--- src/hdl/scpm_pkg.sv ---
// Shared constants and types for the card pin mode multiplexer
package scpm_pkg;

  // ---------------------------------------------------------------
  // Synchronised input bundle layout
  // ---------------------------------------------------------------
  localparam int unsigned SYNC_W        = 19;
  localparam int unsigned BIT_MODE_SEL  = 0;
  localparam int unsigned BIT_CABLE_SELECT_IN      = 1;
  localparam int unsigned BIT_DMACK_REG = 2;
  localparam int unsigned BIT_IOWR      = 3;
  localparam int unsigned BIT_WE        = 4;
  localparam int unsigned BIT_CE_ODD    = 5;
  localparam int unsigned BIT_PDIAG     = 6;
  localparam int unsigned BIT_DASP      = 7;
  localparam int unsigned BIT_ADDR_LO   = 8;
  localparam int unsigned ADDR_W        = 11;
  localparam int unsigned TASK_IDX_W    = 3;

  // ---------------------------------------------------------------
  // Reset values and counts
  // ---------------------------------------------------------------
  localparam logic [SYNC_W-1:0] SYNC_IDLE     = 19'h000ff;
  localparam logic [2:0]        MODE_SETTLE   = 3'h5;

  // ---------------------------------------------------------------
  // Types
  // ---------------------------------------------------------------
  typedef enum logic [1:0] {
    SCPM_MODE_MEM,
    SCPM_MODE_IO,
    SCPM_MODE_IDE
  } scpm_mode_e;

  typedef enum logic [1:0] {
    SCPM_BURST_NONE,
    SCPM_BURST_WRITE,
    SCPM_BURST_READ
  } scpm_burst_e;

endpackage

--- src/hdl/scpm_sync_if.sv ---
// Bundle between the pin sampler and the multiplexer
`timescale 1ns/1ps
interface scpm_sync_if;
  logic [scpm_pkg::SYNC_W-1:0] raw;
  logic [scpm_pkg::SYNC_W-1:0] clean;

  modport sampler (input raw, output clean);
  modport mux     (output raw, input clean);
endinterface

--- src/hdl/scpm_pin_mux.sv ---
// Mode-dependent routing of the upper connector pins of a storage card
//
// What this block does
// - PC Card modes ignore the cable-select input completely.
// - DMA acknowledge is ignored, even floating, while no DMA runs.
// - IDE without burst: write line is I/O write, ready line is IORDY.
// - IDE write burst: write line is STOP, ready line is DMA-ready.
// - IDE read burst: write line is STOP, ready line is data strobe.
// - Upper byte lane and odd card enable matter only for word access.
// - True IDE mode is supported besides both PC Card modes.
// - IDE uses only three low address lines to pick a task register.
// - IDE status lines become open-drain diagnostic and active handshakes.
`timescale 1ns/1ps
module scpm_pin_mux (
  input  wire logic                    core_clk,
  input  wire logic                    reset_n,
  // Connector inputs
  input  wire logic                    interface_mode_select_n,
  input  wire logic                    cable_select_in_n,
  input  wire logic                    reg_dma_ack_n,
  input  wire logic                    write_strobe_n,
  input  wire logic                    mem_write_enable_n,
  input  wire logic                    odd_byte_card_enable_n,
  input  wire logic [10:0]             address_in,
  // Connector pin 37
  output logic                         ready_irq_o,
  output logic                         ready_irq_oe,
  // Connector pin 42
  output logic                         wait_ready_o,
  output logic                         wait_ready_oe,
  // Connector pin 43
  output logic                         input_port_ack_o,
  output logic                         input_port_ack_oe,
  // Connector pin 45
  output logic                         battery_voltage_detect_two_o,
  output logic                         battery_voltage_detect_two_oe,
  input  wire logic                    battery_voltage_detect_two_i,
  // Connector pin 46
  output logic                         battery_voltage_detect_one_o,
  output logic                         battery_voltage_detect_one_oe,
  input  wire logic                    battery_voltage_detect_one_i,
  // Core side
  input  wire logic                    io_mode_cfg,
  input  wire logic                    card_ready,
  input  wire logic                    io_interrupt_request_n,
  input  wire logic                    ide_interrupt,
  input  wire logic                    card_wait_n,
  input  wire logic                    ide_io_ready,
  input  wire logic                    input_port_ack_n,
  input  wire logic                    ide_dma_request,
  input  wire logic                    status_changed_out_n,
  input  wire logic                    binary_audio_out_n,
  input  wire logic                    pass_diag_drive_n,
  input  wire logic                    disk_active_drive_n,
  input  wire logic                    dma_active,
  input  wire logic                    udma_write_active,
  input  wire logic                    udma_read_active,
  input  wire logic                    udma_dma_ready_n,
  input  wire logic                    udma_data_strobe,
  output logic                         mode_valid,
  output scpm_pkg::scpm_mode_e         mode,
  output logic                         io_write_n,
  output logic                         udma_stop,
  output logic                         dma_ack_n,
  output logic                         reg_select_n,
  output logic                         mem_write_n,
  output logic                         device_is_slave,
  output logic                         word_access,
  output logic [2:0]                   task_reg_index,
  output logic [10:0]                  pc_address,
  output logic                         pass_diag_seen_n,
  output logic                         disk_active_seen_n
);

  scpm_sync_if sync_bus ();

  logic [scpm_pkg::SYNC_W-1:0] pin_s;
  logic [2:0]                  settle_ff;
  logic                        mode_valid_ff;
  scpm_pkg::scpm_mode_e        mode_ff;
  scpm_pkg::scpm_burst_e       burst;
  logic                        is_ide;

  // ---------------------------------------------------------------
  // Pin sampling
  // ---------------------------------------------------------------
  assign sync_bus.raw = {address_in, battery_voltage_detect_two_i, battery_voltage_detect_one_i,
                         odd_byte_card_enable_n, mem_write_enable_n, write_strobe_n,
                         reg_dma_ack_n, cable_select_in_n, interface_mode_select_n};

  scpm_pin_sync u_sync (
    .core_clk (core_clk),
    .reset_n  (reset_n),
    .sync_bus (sync_bus.sampler)
  );

  assign pin_s = sync_bus.clean;

  // ---------------------------------------------------------------
  // Mode capture
  // ---------------------------------------------------------------
  // mode after reset
  always_ff @(posedge core_clk or negedge reset_n) begin
    if (!reset_n) begin
      settle_ff <= 3'h0;
    end else if (settle_ff != scpm_pkg::MODE_SETTLE) begin
      settle_ff <= settle_ff + 3'h1;
    end
  end

  always_ff @(posedge core_clk or negedge reset_n) begin
    if (!reset_n) begin
      mode_valid_ff <= 1'b0;
      mode_ff       <= scpm_pkg::SCPM_MODE_MEM;
    end else if (!mode_valid_ff && settle_ff == scpm_pkg::MODE_SETTLE) begin
      mode_valid_ff <= 1'b1;
      if (!pin_s[scpm_pkg::BIT_MODE_SEL]) begin
        mode_ff <= scpm_pkg::SCPM_MODE_IDE;
      end else if (io_mode_cfg) begin
        mode_ff <= scpm_pkg::SCPM_MODE_IO;
      end else begin
        mode_ff <= scpm_pkg::SCPM_MODE_MEM;
      end
    end else if (mode_valid_ff && mode_ff != scpm_pkg::SCPM_MODE_IDE) begin
      mode_ff <= io_mode_cfg ? scpm_pkg::SCPM_MODE_IO : scpm_pkg::SCPM_MODE_MEM;
    end
  end

  assign mode_valid = mode_valid_ff;
  assign mode       = mode_ff;
  assign is_ide     = mode_valid_ff && (mode_ff == scpm_pkg::SCPM_MODE_IDE);

  always_comb begin
    if (!is_ide) begin
      burst = scpm_pkg::SCPM_BURST_NONE;
    end else if (udma_write_active) begin
      burst = scpm_pkg::SCPM_BURST_WRITE;
    end else if (udma_read_active) begin
      burst = scpm_pkg::SCPM_BURST_READ;
    end else begin
      burst = scpm_pkg::SCPM_BURST_NONE;
    end
  end

  // ---------------------------------------------------------------
  // Inputs toward the core
  // ---------------------------------------------------------------
  always_ff @(posedge core_clk or negedge reset_n) begin
    if (!reset_n) begin
      io_write_n      <= 1'b1;
      udma_stop       <= 1'b0;
      dma_ack_n       <= 1'b1;
      reg_select_n    <= 1'b1;
      mem_write_n     <= 1'b1;
      device_is_slave <= 1'b0;
    end else begin
      io_write_n   <= (burst == scpm_pkg::SCPM_BURST_NONE) ? pin_s[scpm_pkg::BIT_IOWR] : 1'b1;
      udma_stop    <= (burst != scpm_pkg::SCPM_BURST_NONE) && pin_s[scpm_pkg::BIT_IOWR];
      dma_ack_n    <= (is_ide && dma_active) ? pin_s[scpm_pkg::BIT_DMACK_REG] : 1'b1;
      reg_select_n <= (mode_valid_ff && !is_ide) ? pin_s[scpm_pkg::BIT_DMACK_REG] : 1'b1;
      mem_write_n  <= (mode_valid_ff && !is_ide) ? pin_s[scpm_pkg::BIT_WE] : 1'b1;
      device_is_slave <= is_ide && pin_s[scpm_pkg::BIT_CABLE_SELECT_IN];
    end
  end

  always_ff @(posedge core_clk or negedge reset_n) begin
    if (!reset_n) begin
      word_access    <= 1'b0;
      task_reg_index <= 3'h0;
      pc_address     <= 11'h000;
    end else begin
      // odd enable only for word access
      word_access    <= mode_valid_ff && !pin_s[scpm_pkg::BIT_CE_ODD];
      task_reg_index <= pin_s[scpm_pkg::BIT_ADDR_LO +: scpm_pkg::TASK_IDX_W];
      pc_address     <= is_ide ? 11'h000 : pin_s[scpm_pkg::BIT_ADDR_LO +: scpm_pkg::ADDR_W];
    end
  end

  // ---------------------------------------------------------------
  // Connector outputs
  // ---------------------------------------------------------------
  always_ff @(posedge core_clk or negedge reset_n) begin
    if (!reset_n) begin
      ready_irq_o       <= 1'b0;
      ready_irq_oe      <= 1'b0;
      input_port_ack_o  <= 1'b1;
      input_port_ack_oe <= 1'b0;
    end else begin
      ready_irq_oe      <= mode_valid_ff;
      input_port_ack_oe <= mode_valid_ff;
      case (mode_ff)
        scpm_pkg::SCPM_MODE_MEM: begin
          ready_irq_o      <= card_ready;
          input_port_ack_o <= input_port_ack_n;
        end
        scpm_pkg::SCPM_MODE_IO: begin
          ready_irq_o      <= io_interrupt_request_n;
          input_port_ack_o <= input_port_ack_n;
        end
        scpm_pkg::SCPM_MODE_IDE: begin
          ready_irq_o      <= ide_interrupt;
          input_port_ack_o <= ide_dma_request;
        end
        default: begin
          ready_irq_o      <= 1'b0;
          input_port_ack_o <= 1'b1;
        end
      endcase
    end
  end

  always_ff @(posedge core_clk or negedge reset_n) begin
    if (!reset_n) begin
      wait_ready_o  <= 1'b1;
      wait_ready_oe <= 1'b0;
    end else if (!mode_valid_ff) begin
      wait_ready_o  <= 1'b1;
      wait_ready_oe <= 1'b0;
    end else if (!is_ide) begin
      wait_ready_o  <= card_wait_n;
      wait_ready_oe <= 1'b1;
    end else begin
      case (burst)
        scpm_pkg::SCPM_BURST_WRITE: begin
          wait_ready_o  <= udma_dma_ready_n;
          wait_ready_oe <= 1'b1;
        end
        scpm_pkg::SCPM_BURST_READ: begin
          wait_ready_o  <= udma_data_strobe;
          wait_ready_oe <= 1'b1;
        end
        scpm_pkg::SCPM_BURST_NONE: begin
          wait_ready_o  <= 1'b0;
          wait_ready_oe <= !ide_io_ready;
        end
        default: begin
          wait_ready_o  <= 1'b1;
          wait_ready_oe <= 1'b0;
        end
      endcase
    end
  end

  always_ff @(posedge core_clk or negedge reset_n) begin
    if (!reset_n) begin
      battery_voltage_detect_two_o  <= 1'b1;
      battery_voltage_detect_two_oe <= 1'b0;
      battery_voltage_detect_one_o  <= 1'b1;
      battery_voltage_detect_one_oe <= 1'b0;
    end else begin
      case (mode_ff)
        scpm_pkg::SCPM_MODE_MEM: begin
          battery_voltage_detect_two_o  <= 1'b1;
          battery_voltage_detect_two_oe <= mode_valid_ff;
          battery_voltage_detect_one_o  <= 1'b1;
          battery_voltage_detect_one_oe <= mode_valid_ff;
        end
        scpm_pkg::SCPM_MODE_IO: begin
          battery_voltage_detect_two_o  <= binary_audio_out_n;
          battery_voltage_detect_two_oe <= mode_valid_ff;
          battery_voltage_detect_one_o  <= status_changed_out_n;
          battery_voltage_detect_one_oe <= mode_valid_ff;
        end
        scpm_pkg::SCPM_MODE_IDE: begin
          battery_voltage_detect_two_o  <= 1'b0;
          battery_voltage_detect_two_oe <= mode_valid_ff && !disk_active_drive_n;
          battery_voltage_detect_one_o  <= 1'b0;
          battery_voltage_detect_one_oe <= mode_valid_ff && !pass_diag_drive_n;
        end
        default: begin
          battery_voltage_detect_two_o  <= 1'b1;
          battery_voltage_detect_two_oe <= 1'b0;
          battery_voltage_detect_one_o  <= 1'b1;
          battery_voltage_detect_one_oe <= 1'b0;
        end
      endcase
    end
  end

  always_ff @(posedge core_clk or negedge reset_n) begin
    if (!reset_n) begin
      pass_diag_seen_n   <= 1'b1;
      disk_active_seen_n <= 1'b1;
    end else begin
      pass_diag_seen_n   <= is_ide ? pin_s[scpm_pkg::BIT_PDIAG] : 1'b1;
      disk_active_seen_n <= is_ide ? pin_s[scpm_pkg::BIT_DASP] : 1'b1;
    end
  end

endmodule

--- src/hdl/scpm_pin_sync.sv ---
// Three-stage pin sampler with agreement filter
`timescale 1ns/1ps
module scpm_pin_sync (
  input  wire logic       core_clk,
  input  wire logic       reset_n,
  scpm_sync_if.sampler    sync_bus
);

  logic [scpm_pkg::SYNC_W-1:0] stage1_ff;
  logic [scpm_pkg::SYNC_W-1:0] stage2_ff;
  logic [scpm_pkg::SYNC_W-1:0] stage3_ff;
  logic [scpm_pkg::SYNC_W-1:0] clean_ff;
  logic [scpm_pkg::SYNC_W-1:0] nxt_clean;

  // ---------------------------------------------------------------
  // Shift chain
  // ---------------------------------------------------------------
  always_ff @(posedge core_clk or negedge reset_n) begin
    if (!reset_n) begin
      stage1_ff <= scpm_pkg::SYNC_IDLE;
      stage2_ff <= scpm_pkg::SYNC_IDLE;
      stage3_ff <= scpm_pkg::SYNC_IDLE;
    end else begin
      stage1_ff <= sync_bus.raw;
      stage2_ff <= stage1_ff;
      stage3_ff <= stage2_ff;
    end
  end

  // ---------------------------------------------------------------
  // Accept a bit once stages two and three agree
  // ---------------------------------------------------------------
  always_comb begin
    for (int i = 0; i < scpm_pkg::SYNC_W; i++) begin
      nxt_clean[i] = (stage2_ff[i] == stage3_ff[i]) ? stage3_ff[i] : clean_ff[i];
    end
  end

  always_ff @(posedge core_clk or negedge reset_n) begin
    if (!reset_n) begin
      clean_ff <= scpm_pkg::SYNC_IDLE;
    end else begin
      clean_ff <= nxt_clean;
    end
  end

  assign sync_bus.clean = clean_ff;

endmodule

--- config.mk ---
export PLATFORM = sky130hd
export DESIGN_NAME = scpm_pin_mux
export DESIGN_NICKNAME = d
export VERILOG_FILES = /design/src/hdl/scpm_pkg.sv /design/src/hdl/scpm_sync_if.sv /design/src/hdl/scpm_pin_mux.sv /design/src/hdl/scpm_pin_sync.sv
export SDC_FILE = /design/constraint.sdc
export NUM_CORES = 1
export LEC_CHECK = 0
export ABC_AREA = 1
export BUFFER_PORTS_ARGS = -buffer_cell sky130_fd_sc_hd__buf_2
export CORE_MARGIN = 2
export CORE_UTILIZATION = 48
export DETAILED_ROUTE_END_ITERATION = 10
export GPL_TIMING_DRIVEN = 0
export PLACE_DENSITY = 0.74
export SLEW_MARGIN = 10
export SYNTH_ARGS = -nofsm -noshare
export SYNTH_HDL_FRONTEND = slang
export SYNTH_SLANG_ARGS = --single-unit
--- constraint.sdc ---
create_clock -name core_clk -period 1.75 [get_ports core_clk]
set_clock_uncertainty 0.2 [all_clocks]
set_input_delay 0.0875 -clock core_clk [delete_from_list [all_inputs] [get_ports core_clk]]
set_output_delay 0.0875 -clock core_clk [all_outputs]
set_load 0.005 [all_outputs]
**Word-level counts from Yosys, hierarchy flattened**

Index checks and enable logic that the tools add are counted.
W data, S select, Z words.

- Output and inout port bits: 36
- Bits of input ports: 38
- Flip-flop bits (word level): 114

- Add/subtract/negate cells: 1
- Multiplexer cells: 26
- Eq/ne operators: 26
- Reduce and logical (&&, ||, !) cells: 22

Operators by type and width:

| cell | count |
|---|---|
| $eq A1 B1 Y1 | 19 |
| $mux W2 | 6 |
| $pmux W1 S2 | 6 |
| $mux W1 | 11 |
| $mux W11 | 1 |
| $logic_and A1 B1 Y1 | 10 |
| $logic_not A1 Y1 | 6 |
| $pmux W1 S3 | 2 |
| $eq A2 B1 Y1 const B | 2 |
| $eq A2 B2 Y1 const B | 2 |
| $logic_not A2 Y1 | 2 |
| $reduce_bool A2 Y1 | 2 |
| $reduce_or A2 Y1 | 2 |
| $add A3 B1 Y3 const B | 1 |
| $eq A3 B3 Y1 const B | 1 |
| $ne A3 B3 Y1 const B | 1 |
| $ne A2 B2 Y1 const B | 1 |

**Logic depth before layout (Yosys ltp)**

Gate-level depths: netlist of run 1.

- Depth in word-level cells: 8
- Gate-level depth with buffers: 9
- Mapped depth without buffers: 9

**By module**

Synthesis of run 1 repeated with hierarchy kept, for this count alone.

- Cells, all modules: 288
- Area, all modules: 3,721.1 um2

By module, submodules not included:

| module | cells each | times used | area each (um2) |
|---|---|---|---|
| scpm_pin_sync | 152 | 1 | 2,250.9 |
| scpm_pin_mux | 136 | 1 | 1,470.2 |

**Least setup slack after synthesis of run 1**

OpenSTA, ideal clock, no wires.

- Kind: register -> register
- Start point: reg mode_ff[0], in the netlist mode[0]
- End point: reg wait_ready_oe
- Arrival: 1,352 ps
- Cell stages (with the launch flop): 8
- Period minus slack after synthesis: 1,679 ps
- Slack: 71 ps
- Path buffers: 0
- Cells stage by stage: dfrtp_1 -> inv_2 -> nand3_4 -> nor2_1 -> inv_1 -> ha_1 -> a21oi_1 -> o21ai_0

- Cells in the longest elaborated chain, start to end: 8
- Elaborated cells between the ends (all ways): 10
- Those cells by class: eq/ne (3); mux (4); reduce/logical (3)

Ends and longest elaborated chain:

| element | RTL line | source |
|---|---|---|
| start: declaration | scpm_pin_mux.sv:80 | `scpm_pkg::scpm_mode_e mode_ff;` |
| start signal: assignment | scpm_pin_mux.sv:114 | `mode_ff <= scpm_pkg::SCPM_MODE_MEM;` |
| start signal: assignment | scpm_pin_mux.sv:118 | `mode_ff <= scpm_pkg::SCPM_MODE_IDE;` |
| start signal: assignment | scpm_pin_mux.sv:120 | `mode_ff <= scpm_pkg::SCPM_MODE_IO;` |
| $eq A2 B2 Y1 (*) | scpm_pin_mux.sv:131 | `assign is_ide = mode_valid_ff && (mode_ff == scpm_pkg::SCPM_MODE_IDE);` |
| $logic_and A1 B1 Y1 (*) | scpm_pin_mux.sv:131 |  |
| $mux W2 | scpm_pin_mux.sv:134 | `if (!is_ide) begin` |
| $eq A2 B2 Y1 / $eq A2 B1 Y1 (equally long branches) | scpm_pin_mux.sv:223 | `case (burst)` |
| $reduce_or A2 Y1 (no source line) | -- |  |
| $pmux W1 S2 | scpm_pin_mux.sv:223 |  |
| $mux W1 (*) | scpm_pin_mux.sv:219 | `end else if (!is_ide) begin` |
| $mux W1 (*) | scpm_pin_mux.sv:216 | `end else if (!mode_valid_ff) begin` |
| end signal: assignment | scpm_pin_mux.sv:234 | `wait_ready_oe <= !ide_io_ready;` |
| end: declaration | scpm_pin_mux.sv:30 | `output logic wait_ready_oe,` |

Every way passes the cells marked *; elsewhere a longest branch is shown, timed or not.
A chain may end at the register's enable or synchronous reset.

**Worst setup path after layout of run 1**

- Start point: reg mode_ff[0], in the netlist mode[0]
- End point: reg input_port_ack_o

- Cells in the longest elaborated chain, start to end: 3
- Elaborated cells between the ends (all ways): 5
- Those cells by class: eq/ne (2); mux (1); reduce/logical (2)

Ends and longest elaborated chain:

| element | RTL line | source |
|---|---|---|
| $eq A2 B1 Y1 / $logic_not A2 Y1 (equally long branches) | scpm_pin_mux.sv:191 | `case (mode_ff)` |
| $reduce_or A2 Y1 (no source line) | -- |  |
| $pmux W1 S2 (*) | scpm_pin_mux.sv:191 |  |
| end signal: assignment | scpm_pin_mux.sv:194 | `input_port_ack_o <= input_port_ack_n;` |
| end signal: assignment | scpm_pin_mux.sv:198 | `input_port_ack_o <= input_port_ack_n;` |
| end signal: assignment | scpm_pin_mux.sv:202 | `input_port_ack_o <= ide_dma_request;` |
| end: declaration | scpm_pin_mux.sv:32 | `output logic input_port_ack_o,` |

Marked as above.

==> impl_summary.log, run 1 <==
[metrics] register bit count reported by yosys: between 100 and 150
[metrics] total via count in the routed design: between 2k and 2.5k
[metrics] detailed-route vias per instance: about 4.4
[metrics] net count reported at finish: about 410
[metrics] slew at the pin with the worst max-slew slack: 0.4938 ns
[metrics] Worst Setup End Kind: flip-flop
[metrics] area of the mapped netlist: approximately 3600 sq um
[metrics] CP arrival: 1.93 ns
[metrics] Detailed Routing Iterations Pass 1: 4
[metrics] R2R cell count: 5
[metrics] Max-Slew Margin vs Limit: about two thirds
[metrics] y dimension of the die: 90.63 microns
[metrics] max-cap violation count: 0
[metrics] RSZ-0062 raised after global routing: yes
[metrics] # diodes: 0
[metrics] Post-Syn Instances: about 230
[metrics] effective utilization at floorplan: approximately half
[metrics] final cell count without fillers: between 400 and 500
[metrics] post-synth net total: roughly 280
[metrics] crit-path cells: inv_2, buf_4, nand2_4, o22a_1, dlygate4sd3_1
[metrics] critical path's slowest cell: dlygate4sd3_1
[metrics] Hold Path Depth: 2
[metrics] initial antenna violation count: 0
[metrics] number of hold-slack violations in the final timing report: 0
[metrics] residual DRC count: 0
[metrics] Post-Layout Inst Area: between 5000 and 6000 sq um
[metrics] number of routed nets with antenna violations: 0
[metrics] CTS root buf: clkbuf_8
[metrics] Avg Synthesized Cell Area: approximately 16 sq um
[metrics] area overhead of the layout relative to synthesis: 45.15%
[metrics] vias in the first global route: 2261
[metrics] count of final setup violators: 0
[metrics] sum of buffers and inverters on the critical path: 3
[metrics] drt initial violations: ~130
[metrics] portion of the post-synthesis area used by sequential elements: between 80% and 90%
[metrics] Final Max Slew Viols: 0
[metrics] TritonCTS clock tree: done
[metrics] number of stages on the worst setup path: 5
[metrics] VDD IR max: 0.0007815 V
[metrics] worst hold margin: roughly 0.029 ns
[metrics] number of CTS-inserted buffers: 17
[metrics] Row Count: 31
[metrics] category of the critical setup timing path: flip-flop to flip-flop
[metrics] WP data required: 1.97 ns
[metrics] maximum number of pins on one net before global-route repair: 60
[metrics] outcome: completed
[metrics] fmax: between 500 and 600 MHz
[metrics] Skew-Pair Late Insertion Delay: between 0.4 and 0.5 ns
[metrics] total routing usage reported by global routing: between 10% and 20%
[metrics] total cell area at the placement stage: roughly 4100 sq um
[metrics] final worst-path cycle share: a little over nine tenths
[metrics] global-route wire length before repair: 10.43 mm
[metrics] share of cells above drive strength 1: about 43%
[metrics] Final WS setup: between 0.04 and 0.05 ns
[metrics] global-route congestion overflow total: 0
[metrics] post-detailed-route wirelength per cell: 13.06 microns
[metrics] largest incremental delay on the critical path: around 0.55 ns
[metrics] IO Count: 74
[metrics] setup slack at placement: -0.1405 ns
[metrics] total of buffers placed on input and output ports: 73
[metrics] category of cells accounting for the largest share of critical-path delay: buffers and inverters
[metrics] clock transition at the registers of the reported paths: roughly 0.05 ns
[metrics] ratio of total power to cell area: 1329 nW/um^2
[metrics] classification of the worst-slack hold path: input pin to flip-flop
[metrics] placer congestion estimate: about 0.79
[metrics] horizontal die dimension: 90.63 microns
[metrics] Die Outline Area: 8214 sq um
[metrics] startpoint class of the critical path: flip-flop
[metrics] placeable core region: ~7300 sq um
[metrics] count of synthesis-stage warnings from yosys: 0
[metrics] cell leakage power: around 0.0025 uW
[metrics] critical path peak fanout: 7
[metrics] Unique masters post-synth: 23
[metrics] clk buf depth: 2
[metrics] post-layout utilization of the core: about 72%
[metrics] final HPWL from detailed placement: around 3.4 mm
[metrics] CTS H-tree lvls: 4
[metrics] Final min period: approximately 1.7 ns
[metrics] Clock Sink Count: about 110
[metrics] number of cells in the design after placement: around 400
[metrics] DRT Wirelength: around 6.3 mm
[Yosys cell counts, drive strengths merged]
master   n  area share, %
inv     25            2.6
a21oi    2           0.28
nor2    10            1.1
o22a     1           0.24
nand4    1           0.17
nand3    4           0.90
or2      3           0.52
xor2     1           0.24
maj3    19            5.3
xnor2    1           0.24
o21bai   1           0.21
dfstp   42             31
buf      3           0.73
nand2   34            3.8
ha       6            2.1
o21ai    4           0.56
o31ai    2           0.42
dfrtp   72             50
[kinds of logic after synthesis]
family / after synthesis / share of synthesized area (%)
XOR/XNOR: 2 / 0.4864
buffers and inverters: 28 / 3.334
flip-flops: 114 / 80.65
AO/OA/AOI/OAI: 10 / 1.702
adder cells (fa/ha/maj): 25 / 7.364
AND/OR/NAND/NOR: 52 / 6.461
[power by group]
part / internal, uW / switching [uW] / leakage, uW / total, uW
combinational: 177 / 139 / 0.000875 / 316
sequential: 2850 / 67.3 / 0.00127 / 2910
clock: 2570 / 1140 / 0.000318 / 3720
total: 5600 / 1350 / 0.00246 / 6950
[cell type report]
cell class	instances	area, sq um
sequential	114	2908
clock inverter	12	201.4
timing repair buffer	118	824.5
inverter	25	93.84
fill	467	2024
buffer	3	30.03
multi-input combinational	89	591.8
clock buffer	20	455.4
tap	99	123.9
[layer usage]
metal | GRT usage [%] | routed length [microns] | up-vias
met4 | 8.846 | 102 | 0
met1 | 18.63 | 2512 | 1033
met3 | 5.509 | 243 | 8
met2 | 29.04 | 3411 | 59
li1 | - | - | 1005
met5 | 0 | 0 | -
[state kept, by name, summed over array words and instances (netlist names), 2 cells and up]
name	cells
task_reg_index	3
mode	2
pc_address	11
u_sync.stage3_ff	19
settle_ff	3
u_sync.stage2_ff	19
u_sync.sync_bus.clean	19
u_sync.stage1_ff	19
[through the flow]
| stage | setup TNS [ns] | total power, uW |
|---|---|---|
| after floorplan | 0 | 3021 |
| after global placement | -63.88 | 3173 |
| after detailed placement | -0.1958 | 3199 |
| after CTS | 0 | 7008 |
| after global routing | -0.003139 | 7202 |
| final | 0 | 6947 |
[final timing paths]
check                                     start                        to  slack [ns]
setup / recovery                        mode[0]          input_port_ack_o        0.04
hold / removal                    address_in[5]      u_sync.stage1_ff[13]        0.03
setup reg to reg                        mode[0]          input_port_ack_o        0.04
hold reg to reg            u_sync.stage1_ff[13]      u_sync.stage2_ff[13]        0.15
max in group asynchronous               reset_n  u_sync.sync_bus.clean[0]        0.19
min in group asynchronous               reset_n      u_sync.stage1_ff[15]        0.46
[layout by cell type, fill, tap and decap left out]
| cell | netlist | final |
|---|---|---|
| buf_2 | 0 | 72 |
| dfrtp_1 | 72 | 70 |
| dfstp_2 | 42 | 42 |
| dlygate4sd3_1 | 0 | 38 |
| nand2_1 | 33 | 33 |
| inv_1 | 24 | 24 |
| maj3_1 | 19 | 19 |
| clkbuf_16 | 0 | 16 |
| nor2_1 | 9 | 7 |
| buf_4 | 2 | 7 |
| ha_1 | 6 | 6 |
| bufinv_16 | 0 | 5 |
| o21ai_0 | 4 | 4 |
| clkbuf_8 | 0 | 4 |
| nand3_1 | 3 | 3 |
| buf_6 | 1 | 3 |
| or2_1 | 3 | 3 |
| o31ai_1 | 2 | 2 |
| nor2_4 | 0 | 2 |
| a21oi_1 | 2 | 2 |
| inv_6 | 0 | 2 |
| clkinvlp_4 | 0 | 2 |
| clkinv_2 | 0 | 2 |
| dfrtp_2 | 0 | 2 |
| inv_2 | 1 | 1 |
| nand2_4 | 1 | 1 |
| o22a_1 | 1 | 1 |
| nand3_4 | 1 | 1 |
| nand4_1 | 1 | 1 |
| nor2_2 | 1 | 1 |
| xnor2_1 | 1 | 1 |
| xor2_1 | 1 | 1 |
| o21bai_1 | 1 | 1 |
| clkinv_4 | 0 | 1 |
| buf_16 | 0 | 1 |
[repair_timing]
action,CTS,global route
resized for setup,4,3
endpoints found under the hold margin,125,0
hold buffers,38,0
setup endpoints to repair,2,3
setup buffers,3,3
No activity file was read; power rests on OpenSTA's default activity.
==> inputs of run 2 (changes only) <==
PLACE_DENSITY = 0.79   (was 0.74)
==> run 2 against run 1 <==
Compared with the run above:
- sequential cell count unchanged
- register-to-register slack got worse by 0.03 ns
- non-clock buffer count rose by 6
- hold slack worse by 0.0054 ns
- critical path depth stayed put
- largest power group unchanged
- count of clock-buffer cells in the layout rose by 3
- critical endpoint unchanged
- critical path type unchanged
- clock power down 20%
- total power down 11%
- die area is the same
- first-iteration DRC count is 49% lower
==> impl_summary.log, run 2 (same netlist as run 1, synthesis figures left out) <==
[metrics] clock transition at the registers of the reported paths: approximately 0.050 ns
[metrics] category of the critical setup timing path: flip-flop to flip-flop
[metrics] CP arrival: between 1.5 and 2 ns
[metrics] most frequent standard cell in the layout excluding fill and tap cells: buf_2
[metrics] Filler cells: around 480
[metrics] VDD IR max: 0.001249 V
[metrics] critical path peak fanout: 7
[metrics] number of hold-slack violations in the final timing report: 0
[metrics] critical path's slowest cell: dlygate4sd3_1
[metrics] ratio of total power to cell area: roughly 1200 nW/um^2
[metrics] vias in the first global route: around 2.4k
[metrics] net count reported at finish: approximately 420
[metrics] IO Count: 74
[metrics] initial antenna violation count: 0
[metrics] Clock Sink Count: roughly 110
[metrics] fmax: between 500 and 600 MHz
[metrics] classification of the worst-slack hold path: input pin to flip-flop
[metrics] global-route wire length before repair: 10.74 mm
[metrics] maximum number of pins on one net before global-route repair: 75
[metrics] horizontal die dimension: just over 90 microns
[metrics] placer congestion estimate: 0.7612
[metrics] placeable core region: approximately 7300 sq um
[metrics] Multi-input gate area: 595.6 sq um
[metrics] startpoint class of the critical path: flip-flop
[metrics] Max-Slew Margin vs Limit: between 70% and 80%
[metrics] global-route congestion overflow total: 0
[metrics] post-layout total power: ~6200 uW
[metrics] storage element area: between 2000 and 3000 sq um
[metrics] effective utilization at floorplan: 49.66%
[metrics] number of routed nets with antenna violations: 0
[metrics] Die Outline Area: 8214 sq um
[metrics] CTS root buf: clkbuf_8
[metrics] top library cells by usage in the layout, fill and taps aside: buf_2, dfrtp_1, dfstp_2
[metrics] # diodes: 0
[metrics] sum of buffers and inverters on the critical path: 3
[metrics] cell leakage power: roughly 0.0024 uW
[metrics] final HPWL from detailed placement: 3.569 mm
[metrics] TritonCTS clock tree: done
[metrics] WP data required: approximately 2 ns
[metrics] drt initial violations: 65
[metrics] outcome: completed
[metrics] RSZ-0062 raised after global routing: yes
[metrics] crit-path cells: inv_2, buf_4, nand2_4, o22a_1, dlygate4sd3_1
[metrics] clk buf depth: 2
[metrics] CTS H-tree lvls: 4
[metrics] DRT Wirelength: 6.324 mm
[metrics] number of CTS-inserted buffers: 17
[metrics] Post-Layout Inst Area: approximately 5000 sq um
[metrics] total routing usage reported by global routing: between 10% and 20%
[metrics] detailed-route vias per instance: 4.405
[metrics] setup slack on the worst flop-to-flop path: 0.02 ns
[metrics] Final min period: ~1.7 ns
[metrics] total of buffers placed on input and output ports: between 70 and 80
[metrics] total via count in the routed design: 2141
[metrics] max-cap violation count: 0
[metrics] Total Negative Setup Slacks: 0 ns
[metrics] post-detailed-route wirelength per cell: 13.01 microns
[metrics] count of final setup violators: 0
[metrics] category of cells accounting for the largest share of critical-path delay: buffers and inverters
[metrics] area overhead of the layout relative to synthesis: 43.07%
[metrics] total cell area at the placement stage: 4125 sq um
[metrics] Detailed Routing Iterations Pass 1: 4
[metrics] share of cells above drive strength 1: 44.19%
[metrics] largest incremental delay on the critical path: around 0.55 ns
[metrics] Final Max Slew Viols: 0
[metrics] residual DRC count: 0
[metrics] final worst-path cycle share: slightly below 100%
[metrics] Worst Setup End Kind: flip-flop
[metrics] Row Count: 31
[metrics] post-layout utilization of the core: between 70 and 80%
[metrics] slew at the pin with the worst max-slew slack: 0.3809 ns
[metrics] Skew-Pair Late Insertion Delay: approximately 0.5 ns
[metrics] y dimension of the die: approximately 91 microns
[run 2: changes by cell type in the layout (fill, tap and decap cells not counted), sizes merged]
cell	change
clkinv	+3
clkbuf	+3
inv	-2
bufinv	-5
buf	+6
clkinvlp	+1
[run 2: power breakdown]
part	switching (uW)	internal [uW]	leakage [uW]	total, uW
clock	1090	1870	0.000260	2960
sequential	69.5	2850	0.00127	2920
combinational	139	177	0.000904	316
total	1300	4890	0.00243	6190
[run 2: through the flow]
step	hold WS, ns	setup WS [ns]	cells
2_1_floorplan	-0.4081	0.07144	231
3_3_place_gp	-0.006846	-0.7468	403
5_1_grt	0.003748	-0.03021	486
6_report	0.02358	0.01582	486
3_5_place_dp	-0.1828	-0.1486	404
4_1_cts	0.001179	0.01891	477
[run 2: path summary, 6_finish.rpt]
path | start | end | cells after the start
min in group asynchronous | reset_n | u_sync.stage1_ff[13] | 3
min reg2reg | u_sync.stage1_ff[18] | u_sync.stage2_ff[18] | 0
max | mode[0] | input_port_ack_o | 5
min | address_in[6] | u_sync.stage1_ff[14] | 2
max in group asynchronous | reset_n | wait_ready_o | 4
max reg2reg | mode[0] | input_port_ack_o | 5
[run 2: timing repair]
item / 4_1_cts / 5_1_grt
pin swaps: 0 / 4
resized for setup: 4 / 6
endpoints found under the hold margin: 144 / 0
hold buffers: 38 / 0
setup endpoints to repair: 3 / 3
setup buffers: 3 / 9
[run 2: layout make-up]
| type | count | area share [%] |
|---|---|---|
| Tap cell | 99 | 2.404 |
| Clock inverter | 9 | 1.092 |
| Inverter | 25 | 1.821 |
| Timing Repair Buffer | 124 | 16.87 |
| Multi-Input combinational cell | 89 | 11.56 |
| Buffer | 3 | 0.5827 |
| Clock buffer | 23 | 9.250 |
| Sequential cell | 114 | 56.42 |
[run 2: layer usage]
metal | routed length (microns) | track usage, % | up-vias
li1 | - | - | 1013
met1 | 2507 | 18.91 | 1050
met2 | 3388 | 29.60 | 64
met3 | 286 | 6.093 | 14
met4 | 142 | 9.231 | 0
met5 | 0 | 0 | -
